<file path="config.mk">
export PLATFORM = sky130hd
export DESIGN_NAME = sleep_and_sub_literal_exec
export DESIGN_NICKNAME = d
export VERILOG_FILES = /design/src/rtl/lit_sub_alu.v /design/src/rtl/sleep_and_sub_literal_exec.v
export VERILOG_INCLUDE_DIRS = /design/src /design/src/rtl
export SDC_FILE = /design/constraint.sdc
export NUM_CORES = 1
export LEC_CHECK = 0
export ABC_AREA = 1
export BUFFER_PORTS_ARGS = -buffer_cell sky130_fd_sc_hd__buf_2
export CORE_MARGIN = 1
export CORE_UTILIZATION = 42
export CTS_CLUSTER_SIZE = 12
export DETAILED_ROUTE_END_ITERATION = 16
export PLACE_DENSITY = 0.8
export SYNTH_ARGS = -nofsm -noshare
export SYNTH_HDL_FRONTEND = slang
export SYNTH_SLANG_ARGS = --single-unit
</file>
<file path="constraint.sdc">
create_clock -name i_clk -period 1.5 [get_ports i_clk]
set_clock_uncertainty 0.05 [all_clocks]
set_input_delay 0.225 -clock i_clk [delete_from_list [all_inputs] [get_ports i_clk]]
set_output_delay 0.225 -clock i_clk [all_outputs]
set_load 0.02 [all_outputs]
</file>
<file path="src/rtl/sleep_sub_defs.vh">
// Constants shared by the power-down and literal-subtract execution logic
`ifndef SLEEP_SUB_DEFS_VH
`define SLEEP_SUB_DEFS_VH

// Opcodes
`define OPC_POWER_DOWN 14'h0063
`define OPC_SUBLIT_HI 5'h1e
`define OPC_SUBLIT_MSB 13
`define OPC_SUBLIT_LSB 9

// Register byte offsets on the bus
`define REG_ACC 8'h00
`define REG_STATUS 8'h04
`define REG_CTRL 8'h08
`define REG_WATCHDOG 8'h0c

// Status register field positions
`define ST_CARRY 0
`define ST_NIBBLE 1
`define ST_ZERO 2
`define ST_PDOWN 3
`define ST_TIMEOUT 4
`define ST_HALTED 5

// Control register field positions
`define CT_WATCHDOG_EN 0
`define CT_WAKE 1

// Reset values
`define RST_ACC 8'h00
`define RST_TIMEOUT 1'b1
`define RST_PDOWN 1'b1
`define RST_WATCHDOG_EN 1'b0
`define WATCHDOG_ZERO 8'h00
`define PRESCALE_ZERO 8'h00
`define PRESCALE_LAST 8'hff

`endif

</file>
<file path="src/rtl/lit_sub_alu.v">
// Eight-bit literal-minus-accumulator subtractor with carry, nibble and zero flags
module lit_sub_alu (
	// Operands
	input wire [7:0] i_literal,
	input wire [7:0] i_acc,
	// Result and flags
	output wire [7:0] o_diff,
	output wire o_no_borrow,
	output wire o_nibble_no_borrow,
	output wire o_zero
);

	wire [8:0] full_sum;
	wire [4:0] low_sum;

	// Two's complement: literal plus inverted accumulator plus one (see [RULE7])
	assign full_sum = {1'b0, i_literal} + {1'b0, ~i_acc} + 9'h001;
	assign low_sum = {1'b0, i_literal[3:0]} + {1'b0, ~i_acc[3:0]} + 5'h01;

	assign o_diff = full_sum[7:0];
	// Carry out of the sum is the inverted borrow (see [RULE9])
	assign o_no_borrow = full_sum[8];
	// Carry out of bit 3 is the inverted nibble borrow (see [RULE10])
	assign o_nibble_no_borrow = low_sum[4];
	assign o_zero = (full_sum[7:0] == 8'h00);

endmodule

</file>
<file path="src/rtl/sleep_and_sub_literal_exec.v">
// Execution of the power-down and subtract-from-literal instructions with a Wishbone slave
// What this block does
// [RULE1] Power-down opcode halts the core after the instruction; no further execution. Here i_wake or the control wake bit resumes execution.
// [RULE2] Entering halt stops the main oscillator so no core clocks occur.
// [RULE3] Power-down clears power_down_flag to 0.
// [RULE4] Power-down sets timeout_flag to 1.
// [RULE5] Power-down zeroes watchdog_counter and its prescaler.
// [RULE6] Subtract-from-literal decodes as 11 110x; low eight bits are the immediate.
// [RULE7] Datapath computes immediate minus accumulator in 8-bit two's complement.
// [RULE8] The difference always goes to the accumulator; no file register changes.
// [RULE9] Carry is 1 for zero or positive result, 0 when a borrow occurs.
// [RULE10] Nibble flag is inverted borrow from bit 3; zero flag marks a zero result.
// [RULE11] Both instructions take one program word and one instruction cycle.
`include "sleep_sub_defs.vh"

module sleep_and_sub_literal_exec (
	// Clock and reset
	input wire i_clk,
	input wire i_rst_b,
	// Instruction stream, one word per instruction cycle
	input wire [13:0] i_instr,
	input wire i_instr_valid,
	// External wake request
	input wire i_wake,
	// Wishbone slave
	input wire i_wb_cyc,
	input wire i_wb_stb,
	input wire i_wb_we,
	input wire [7:0] i_wb_adr,
	input wire [3:0] i_wb_sel,
	input wire [31:0] i_wb_dat,
	output wire [31:0] o_wb_dat,
	output wire o_wb_ack,
	// Core state
	output wire [7:0] o_acc,
	output wire o_carry,
	output wire o_nibble_borrow_flag,
	output wire o_zero,
	output wire o_timeout_flag,
	output wire o_power_down_flag,
	output wire o_halted,
	output wire o_osc_run,
	output wire o_retired,
	output wire [7:0] o_watchdog_counter,
	output wire [7:0] o_watchdog_prescale
);

	// Core run states
	localparam ST_RUN = 2'b01;
	localparam ST_HALT = 2'b10;

	reg [1:0] state_r;
	reg [1:0] state_nxt;
	reg [7:0] acc_r;
	reg carry_r;
	reg nibble_r;
	reg zero_r;
	reg timeout_flag_r;
	reg power_down_flag_r;
	reg watchdog_en_r;
	reg [7:0] watchdog_counter_r;
	reg [7:0] prescale_r;
	reg retired_r;
	reg ack_r;
	reg [31:0] rdata_r;
	reg [31:0] rdata_nxt;

	wire running;
	wire exec;
	wire is_power_down;
	wire is_sub_literal;
	wire [7:0] immediate_byte;
	wire [7:0] diff;
	wire no_borrow;
	wire nibble_no_borrow;
	wire diff_zero;
	wire bus_req;
	wire bus_write;
	wire acc_write;
	wire ctrl_write;
	wire wake_req;

	assign running = (state_r == ST_RUN);
	// Only a running core executes; words presented while halted are dropped
	assign exec = running & i_instr_valid; // see [RULE1]
	assign is_power_down = exec & (i_instr == `OPC_POWER_DOWN); // see [RULE1]
	// Bit 8 of the opcode is ignored (see [RULE6])
	assign is_sub_literal = exec &
		(i_instr[`OPC_SUBLIT_MSB:`OPC_SUBLIT_LSB] == `OPC_SUBLIT_HI); // see [RULE6]
	assign immediate_byte = i_instr[7:0]; // see [RULE6]

	lit_sub_alu u_alu (
		.i_literal(immediate_byte),
		.i_acc(acc_r),
		.o_diff(diff),
		.o_no_borrow(no_borrow),
		.o_nibble_no_borrow(nibble_no_borrow),
		.o_zero(diff_zero)
	);

	// Bus decode; writes land on the acknowledging edge
	assign bus_req = i_wb_cyc & i_wb_stb;
	assign bus_write = bus_req & i_wb_we & ack_r & i_wb_sel[0];
	assign acc_write = bus_write & (i_wb_adr == `REG_ACC);
	assign ctrl_write = bus_write & (i_wb_adr == `REG_CTRL);
	assign wake_req = i_wake | (ctrl_write & i_wb_dat[`CT_WAKE]);

	// Run/halt sequencing
	always @* begin
		state_nxt = state_r;
		case (state_r)
			ST_RUN: begin
				// Halt takes effect at the edge that retires the power-down word
				if (is_power_down) begin
					state_nxt = ST_HALT; // see [RULE1] [RULE11]
				end
			end
			ST_HALT: begin
				if (wake_req) begin
					state_nxt = ST_RUN;
				end
			end
			default: begin
				state_nxt = ST_RUN;
			end
		endcase
	end

	always @(posedge i_clk) begin
		if (!i_rst_b) begin
			state_r <= ST_RUN;
		end else begin
			state_r <= state_nxt;
		end
	end

	// Accumulator: the instruction wins over a bus write in the same cycle
	always @(posedge i_clk) begin
		if (!i_rst_b) begin
			acc_r <= `RST_ACC;
		end else if (is_sub_literal) begin
			acc_r <= diff; // see [RULE8] [RULE11]
		end else if (acc_write) begin
			acc_r <= i_wb_dat[7:0];
		end
	end

	// Arithmetic flags
	always @(posedge i_clk) begin
		if (!i_rst_b) begin
			carry_r <= 1'b0;
			nibble_r <= 1'b0;
			zero_r <= 1'b0;
		end else if (is_sub_literal) begin
			carry_r <= no_borrow; // see [RULE9]
			nibble_r <= nibble_no_borrow; // see [RULE10]
			zero_r <= diff_zero; // see [RULE10]
		end
	end

	// Power status flags; both read 1 after reset
	always @(posedge i_clk) begin
		if (!i_rst_b) begin
			timeout_flag_r <= `RST_TIMEOUT;
			power_down_flag_r <= `RST_PDOWN;
		end else if (is_power_down) begin
			timeout_flag_r <= 1'b1; // see [RULE4]
			power_down_flag_r <= 1'b0; // see [RULE3]
		end
	end

	// Watchdog: prescaler wraps into the counter; it keeps counting while halted
	always @(posedge i_clk) begin
		if (!i_rst_b) begin
			watchdog_counter_r <= `WATCHDOG_ZERO;
			prescale_r <= `PRESCALE_ZERO;
		end else if (is_power_down) begin
			watchdog_counter_r <= `WATCHDOG_ZERO; // see [RULE5]
			prescale_r <= `PRESCALE_ZERO; // see [RULE5]
		end else if (watchdog_en_r) begin
			prescale_r <= prescale_r + 8'h01;
			if (prescale_r == `PRESCALE_LAST) begin
				watchdog_counter_r <= watchdog_counter_r + 8'h01;
			end
		end
	end

	// Control register and retire pulse
	always @(posedge i_clk) begin
		if (!i_rst_b) begin
			watchdog_en_r <= `RST_WATCHDOG_EN;
			retired_r <= 1'b0;
		end else begin
			if (ctrl_write) begin
				watchdog_en_r <= i_wb_dat[`CT_WATCHDOG_EN];
			end
			// Running power-down and subtract-literal words raise the retire pulse the cycle after they are presented; halted or other words raise none
			retired_r <= is_power_down | is_sub_literal; // see [RULE11]
		end
	end

	// Read mux; unmapped offsets read as zero
	always @* begin
		rdata_nxt = 32'h00000000;
		case (i_wb_adr)
			`REG_ACC: begin
				rdata_nxt[7:0] = acc_r;
			end
			`REG_STATUS: begin
				rdata_nxt[`ST_CARRY] = carry_r;
				rdata_nxt[`ST_NIBBLE] = nibble_r;
				rdata_nxt[`ST_ZERO] = zero_r;
				rdata_nxt[`ST_PDOWN] = power_down_flag_r;
				rdata_nxt[`ST_TIMEOUT] = timeout_flag_r;
				rdata_nxt[`ST_HALTED] = ~running;
			end
			`REG_CTRL: begin
				rdata_nxt[`CT_WATCHDOG_EN] = watchdog_en_r;
			end
			`REG_WATCHDOG: begin
				rdata_nxt[15:0] = {prescale_r, watchdog_counter_r};
			end
			default: begin
				rdata_nxt = 32'h00000000;
			end
		endcase
	end

	// Ack one cycle after the request, dropped the next cycle
	always @(posedge i_clk) begin
		if (!i_rst_b) begin
			ack_r <= 1'b0;
			rdata_r <= 32'h00000000;
		end else begin
			ack_r <= bus_req & ~ack_r;
			rdata_r <= rdata_nxt;
		end
	end

	assign o_wb_ack = ack_r;
	assign o_wb_dat = rdata_r;
	assign o_acc = acc_r;
	assign o_carry = carry_r;
	assign o_nibble_borrow_flag = nibble_r;
	assign o_zero = zero_r;
	assign o_timeout_flag = timeout_flag_r;
	assign o_power_down_flag = power_down_flag_r;
	assign o_halted = ~running;
	// Clock controller gates the core clock off with this (see [RULE2])
	assign o_osc_run = running;
	assign o_retired = retired_r;
	assign o_watchdog_counter = watchdog_counter_r;
	assign o_watchdog_prescale = prescale_r;

endmodule

</file>
# [After elaboration in Yosys (flattened, before gate mapping)]
# Index checks and enable logic that the tools add are counted.
[word_totals] word_cells=63 reg_bits=65 out_inout_bits=65
[classes] mux=8 n_eq_ne=10 bitwise=18 n_reduce_logical=7 add_sub_neg=6
[op_table] operator="$add A8 B1 Y8 const B" count=2
[op_table] operator="$eq A8 B4 Y1 const B" count=2
[op_table] operator="$logic_not A8 Y1" count=2
[op_table] operator="$mux W8" count=2
[op_table] operator="$pmux W5 S3" count=1
[op_table] operator="$eq A14 B7 Y1 const B" count=1
[op_table] operator="$and A1 B1 Y1" count=11
[op_table] operator="$add A8 B8 Y9" count=1
[op_table] operator="$add A9 B1 Y9 const B" count=1
[op_table] operator="$eq A8 B3 Y1 const B" count=1
[op_table] operator="$eq A8 B8 Y1 const B" count=1
[op_table] operator="$not A8 Y8" count=1
[op_table] operator="$pmux W2 S2" count=2
[op_table] operator="$reduce_and A2 Y1" count=3
[op_table] operator="$add A4 B4 Y5" count=1
[op_table] operator="$add A5 B1 Y5 const B" count=1
[op_table] operator="$eq A5 B5 Y1 const B" count=1
[op_table] operator="$mux W2" count=2
[op_table] operator="$not A4 Y4" count=1
[op_table] operator="$pmux W1 S4" count=1
[op_table] operator="$not A1 Y1" count=3
[op_table] operator="$eq A2 B1 Y1 const B" count=1
[op_table] operator="$eq A2 B2 Y1 const B" count=1
[op_table] operator="$ne A2 B1 Y1 const B" count=1
[op_table] operator="4 further kinds" count=5

# [Longest topological paths before layout]
[logic_depth] depth_word=9 ltp_mapped=12 depth_no_buf=12

# [Hierarchy]
# From an unflattened synthesis, not the netlist that was laid out.
[unflattened] cells_unflattened=437 area_unflattened_um2=2951.6
[modules_own_cells] mod="sleep_and_sub_literal_exec" seq_area_each_um2=980.9 instances=1 area_per_inst_um2=2444.8 cells_per_inst=342
[modules_own_cells] mod="lit_sub_alu" seq_area_each_um2=0.0 instances=1 area_per_inst_um2=506.7 cells_per_inst=95

# [Worst setup path after synthesis]
# Ideal clock, no wire load.
[synth_path] kind="flip-flop to flip-flop" start="reg acc_r[0], in the netlist o_acc[0]" end="reg zero_r, in the netlist o_zero" t_arrival_ps=1564 path_slack_ps=-186 stages_incl_launch_ff=10 path_buffers=0 setup_ps=71 t_required_ps=1379 synth_period_minus_slack_ps=1686 path_cell_list="dfxtp_1 ha_1 fa_1 inv_1 nand2_1 nand3_1 nand3_1 nor2_1 nand4_1 a21oi_1"
[synth_via] elab_chain_cells=4
[synth_lines] element="start, declared" line_no="sleep_and_sub_literal_exec.v:54" rtl="reg [7:0] acc_r;"
[synth_lines] element="start signal, assigned" line_no="sleep_and_sub_literal_exec.v:140" rtl="acc_r <= `RST_ACC;"
[synth_lines] element="start signal, assigned" line_no="sleep_and_sub_literal_exec.v:142" rtl="acc_r <= diff;"
[synth_lines] element="start signal, assigned" line_no="sleep_and_sub_literal_exec.v:144" rtl="acc_r <= i_wb_dat[7:0];"
[synth_lines] element="$not A8 Y8" line_no="lit_sub_alu.v:17" rtl="assign full_sum = {1'b0, i_literal} + {1'b0, ~i_acc} + 9'h001;"
[synth_lines] element="$add A8 B8 Y9" line_no="lit_sub_alu.v:17"
[synth_lines] element="$add A9 B1 Y9" line_no="lit_sub_alu.v:17"
[synth_lines] element="$logic_not A8 Y1" line_no="lit_sub_alu.v:25" rtl="assign o_zero = (full_sum[7:0] == 8'h00);"
[synth_lines] element="end signal, assigned" line_no="sleep_and_sub_literal_exec.v:157" rtl="zero_r <= diff_zero;"
[synth_lines] element="end, declared" line_no="sleep_and_sub_literal_exec.v:57" rtl="reg zero_r;"
# Every way passes these cells.
# A chain may end at the register's enable or synchronous reset.

# [Worst setup path after layout]
# Ends and elaborated chain as after synthesis.

==> reports/results.tsv <==
metric	value	unit
synthesis.area	0.002754	mm2
final_area	0.003829	mm2
hold_start	i_wb_stb	
hpwl	6058	um
min_path_type	input pin to flip-flop	
cts_tree	built	
yosys.area.top_type	dfxtp_1	
reg2reg_slack	-0.15	ns
place_congestion	0.9372	
fin_ws	-0.1511	ns
first_global_vias	2713	
drt-initial-drc-count	168	
max_freq	605.7	MHz
setup.worst_path.end_class	flip-flop	
hold_viol	0	
setup_viol	7	
powerDensity	666.9	mW/mm2
hold_buffers	0	
synth_top_flop_cell	dfxtp_1	
p_leak	1.867	nW
min_period	1.651	ns
antenna_cells	0	
cp-start-kind	flip-flop	
antenna_found_initial	0	
synth_seq_cells	49	
pre_cts_ws	-0.1740	ns
grt_max_degree	16	
switching_share	26.48	%
cp-endpoint	o_zero	
fp.dieW	82.98	um
dr.pass1.iters	5	
clk_latency	0.30	ns
track_usage	21.76	%
ys_top_cells_by_area	dfxtp_1, nand2_1, inv_1, nor2_1, buf_4	
dpl_cell_area	0.003511	mm2
whs	0.1197	ns
period_share	110.1	%
crit_arrival	1.84	ns
ys_seq_area_share	35.62	%
ys_types	41	
fin_util	60.30	%
seqPwrFrac	50.8	%
die_h	82.98	um
irDropWorstVdd	0.4386	mV
grt_pass1_wl	12290	um
holdPathStages	3	
dieArea	0.006885	mm2
yosysTopAreaCellShare	35.62	%
cp-startpoint	o_acc[0]	
cp_max_fo	2	
cts.path.max_buffers	2	
synthCells	393	
violations	setup timing	
cts_max_level	2	
ant_nets	0	
setup_tns	-0.5615	ns
portBuffers	85	
status	finished, violations left	
ios	130	
nets	592	
p_comb_share	14.7	%
reg2reg_from	o_acc[0]	
clkTransAtPathRegs	0.09	ns
r2r_end	o_zero	
clockPowerShare	34.5	%
cts_root_buf	clkbuf_8	
max_cap_viol_count	0	
syn2layout_area_growth	39.03	%
yosysWarnings	0	
drive_gt1_share	38.49	%
start_util	43.37	%
clock_sinks	49	
grt-ovfl-total	0	
synthTopCellsByCount	nand2_1, inv_1, dfxtp_1, nor2_1, nand3_1	
wl	8073	um
p_int	1.877	mW
viasPerCell	5.040	
async_reset_ff_share	0	%
synth_edf_count	0	
fillers	552	
cts_buffers	5	
rsz0062_at_grt	yes	
synth_area_per_cell	7.007	um2
post_drt_wl_per_cell	13.59	um
net-switching-power	0.6763	mW
drc	0	
slew_viol_final	0	
rows	29	
vias	2994	
worstPathRequired	1.69	ns
core-area	0.006350	mm2
synth_most_common_cell	nand2_1	
crit_type	flip-flop to flip-flop	
rr_worst_depth	8	
[layout make-up]
cell class	count	area (um2)	area share (%)
clock buffers	7	97.59	2.549
repair buffers	124	729.5	19.05
inverters	66	247.7	6.471
flip-flops and latches	49	1006	26.27
multi-input cells	270	1643	42.91
well taps	77	96.34	2.516
clock inverters	1	8.758	0.2288
[registers in the layout, indices dropped and copies added (netlist names)]
name / count
o_retired: 1
o_carry: 1
o_watchdog_counter: 8
o_acc: 8
state_r: 2
o_wb_ack: 1
watchdog_en_r: 1
o_wb_dat: 16
o_zero: 1
o_power_down_flag: 1
o_nibble_borrow_flag: 1
o_watchdog_prescale: 8
[per-stage QoR]
stage,power [mW],cells
2_1_floorplan,1.557,408
3_3_place_gp,1.640,583
3_5_place_dp,1.650,583
4_1_cts,2.531,592
5_1_grt,2.664,594
6_report,2.553,594
[critical path, cell delays in order (launching register included)]
cell and delay, ns:
dfxtp_4 0.36, ha_4 0.16, fa_2 0.37, xnor2_1 0.14
nor2_1 0.12, nand2_1 0.09, nor2_2 0.11, nand4_1 0.08
a21oi_1 0.12
[how the worst min path moves through the flow]
stage                     slack [ns]        to
final                           0.12  o_wb_ack
after floorplan                 0.32  o_wb_ack
after CTS                       0.12  o_wb_ack
after detailed placement        0.38  o_wb_ack
after global routing            0.12  o_wb_ack
after global placement          0.38  o_wb_ack
[power groups by stage]
stage          logic (mW)  registers (mW)  clock network [mW]
5_1_grt             0.405            1.30               0.960
2_1_floorplan       0.222            1.33                   0
6_report            0.374            1.30               0.881
4_1_cts             0.334            1.30               0.897
3_3_place_gp        0.310            1.33                   0
3_5_place_dp        0.320            1.33                   0
[layout by cell type, fill, tap and decap left out, types with 2 or more instances in the layout]
cell type,synthesis,final
dfxtp_2,0,5
nand4_1,7,7
nor3_1,9,9
a21oi_2,2,6
o21ai_2,0,2
conb_1,2,17
buf_2,1,85
o22ai_1,4,4
o21ai_1,3,4
xnor2_1,2,2
nor2_1,45,42
inv_2,1,9
buf_6,2,3
o21ai_0,14,11
nor2_2,3,3
ha_1,10,2
nand2_1,85,75
nand3_2,2,6
a21oi_1,18,13
nor4_1,4,4
clkbuf_8,0,5
ha_4,0,8
inv_1,64,56
nand3_1,20,15
nand2_2,2,10
nor2_4,1,4
buf_4,18,36
nand2_4,1,2
o221ai_1,2,2
xor2_1,8,8
dfxtp_4,0,5
dfxtp_1,49,39
[repair_timing]
action,CTS,global route
setup endpoints to repair,6,26
setup buffers,1,3
resized for setup,10,40
pin swaps,10,18
[metal layers]
metal | up-vias | wire, um | global-route usage [%]
met2 | 124 | 3877 | 36.74
met1 | 1386 | 3386 | 27.19
met4 | 0 | 298 | 9.404
li1 | 1459 | - | -
met3 | 25 | 510 | 3.777
met5 | - | 0 | 0
[kinds of logic (layout without fill, tap and decap cells)]
family                     count (synthesis)  in the layout  synth area share [%]
and+or+nand+nor                          185            185                 30.71
buffers and inverters                     89            198                 15.31
DFF                                       49             49                 35.62
AOI/OAI and AO/OA                         47             47                 9.633
adders and majority gates                 11             11                 5.270
xor gates and xnor gates                  10             10                 3.181
other                                      2             17                0.2727
(Power assumes the default switching activity.)
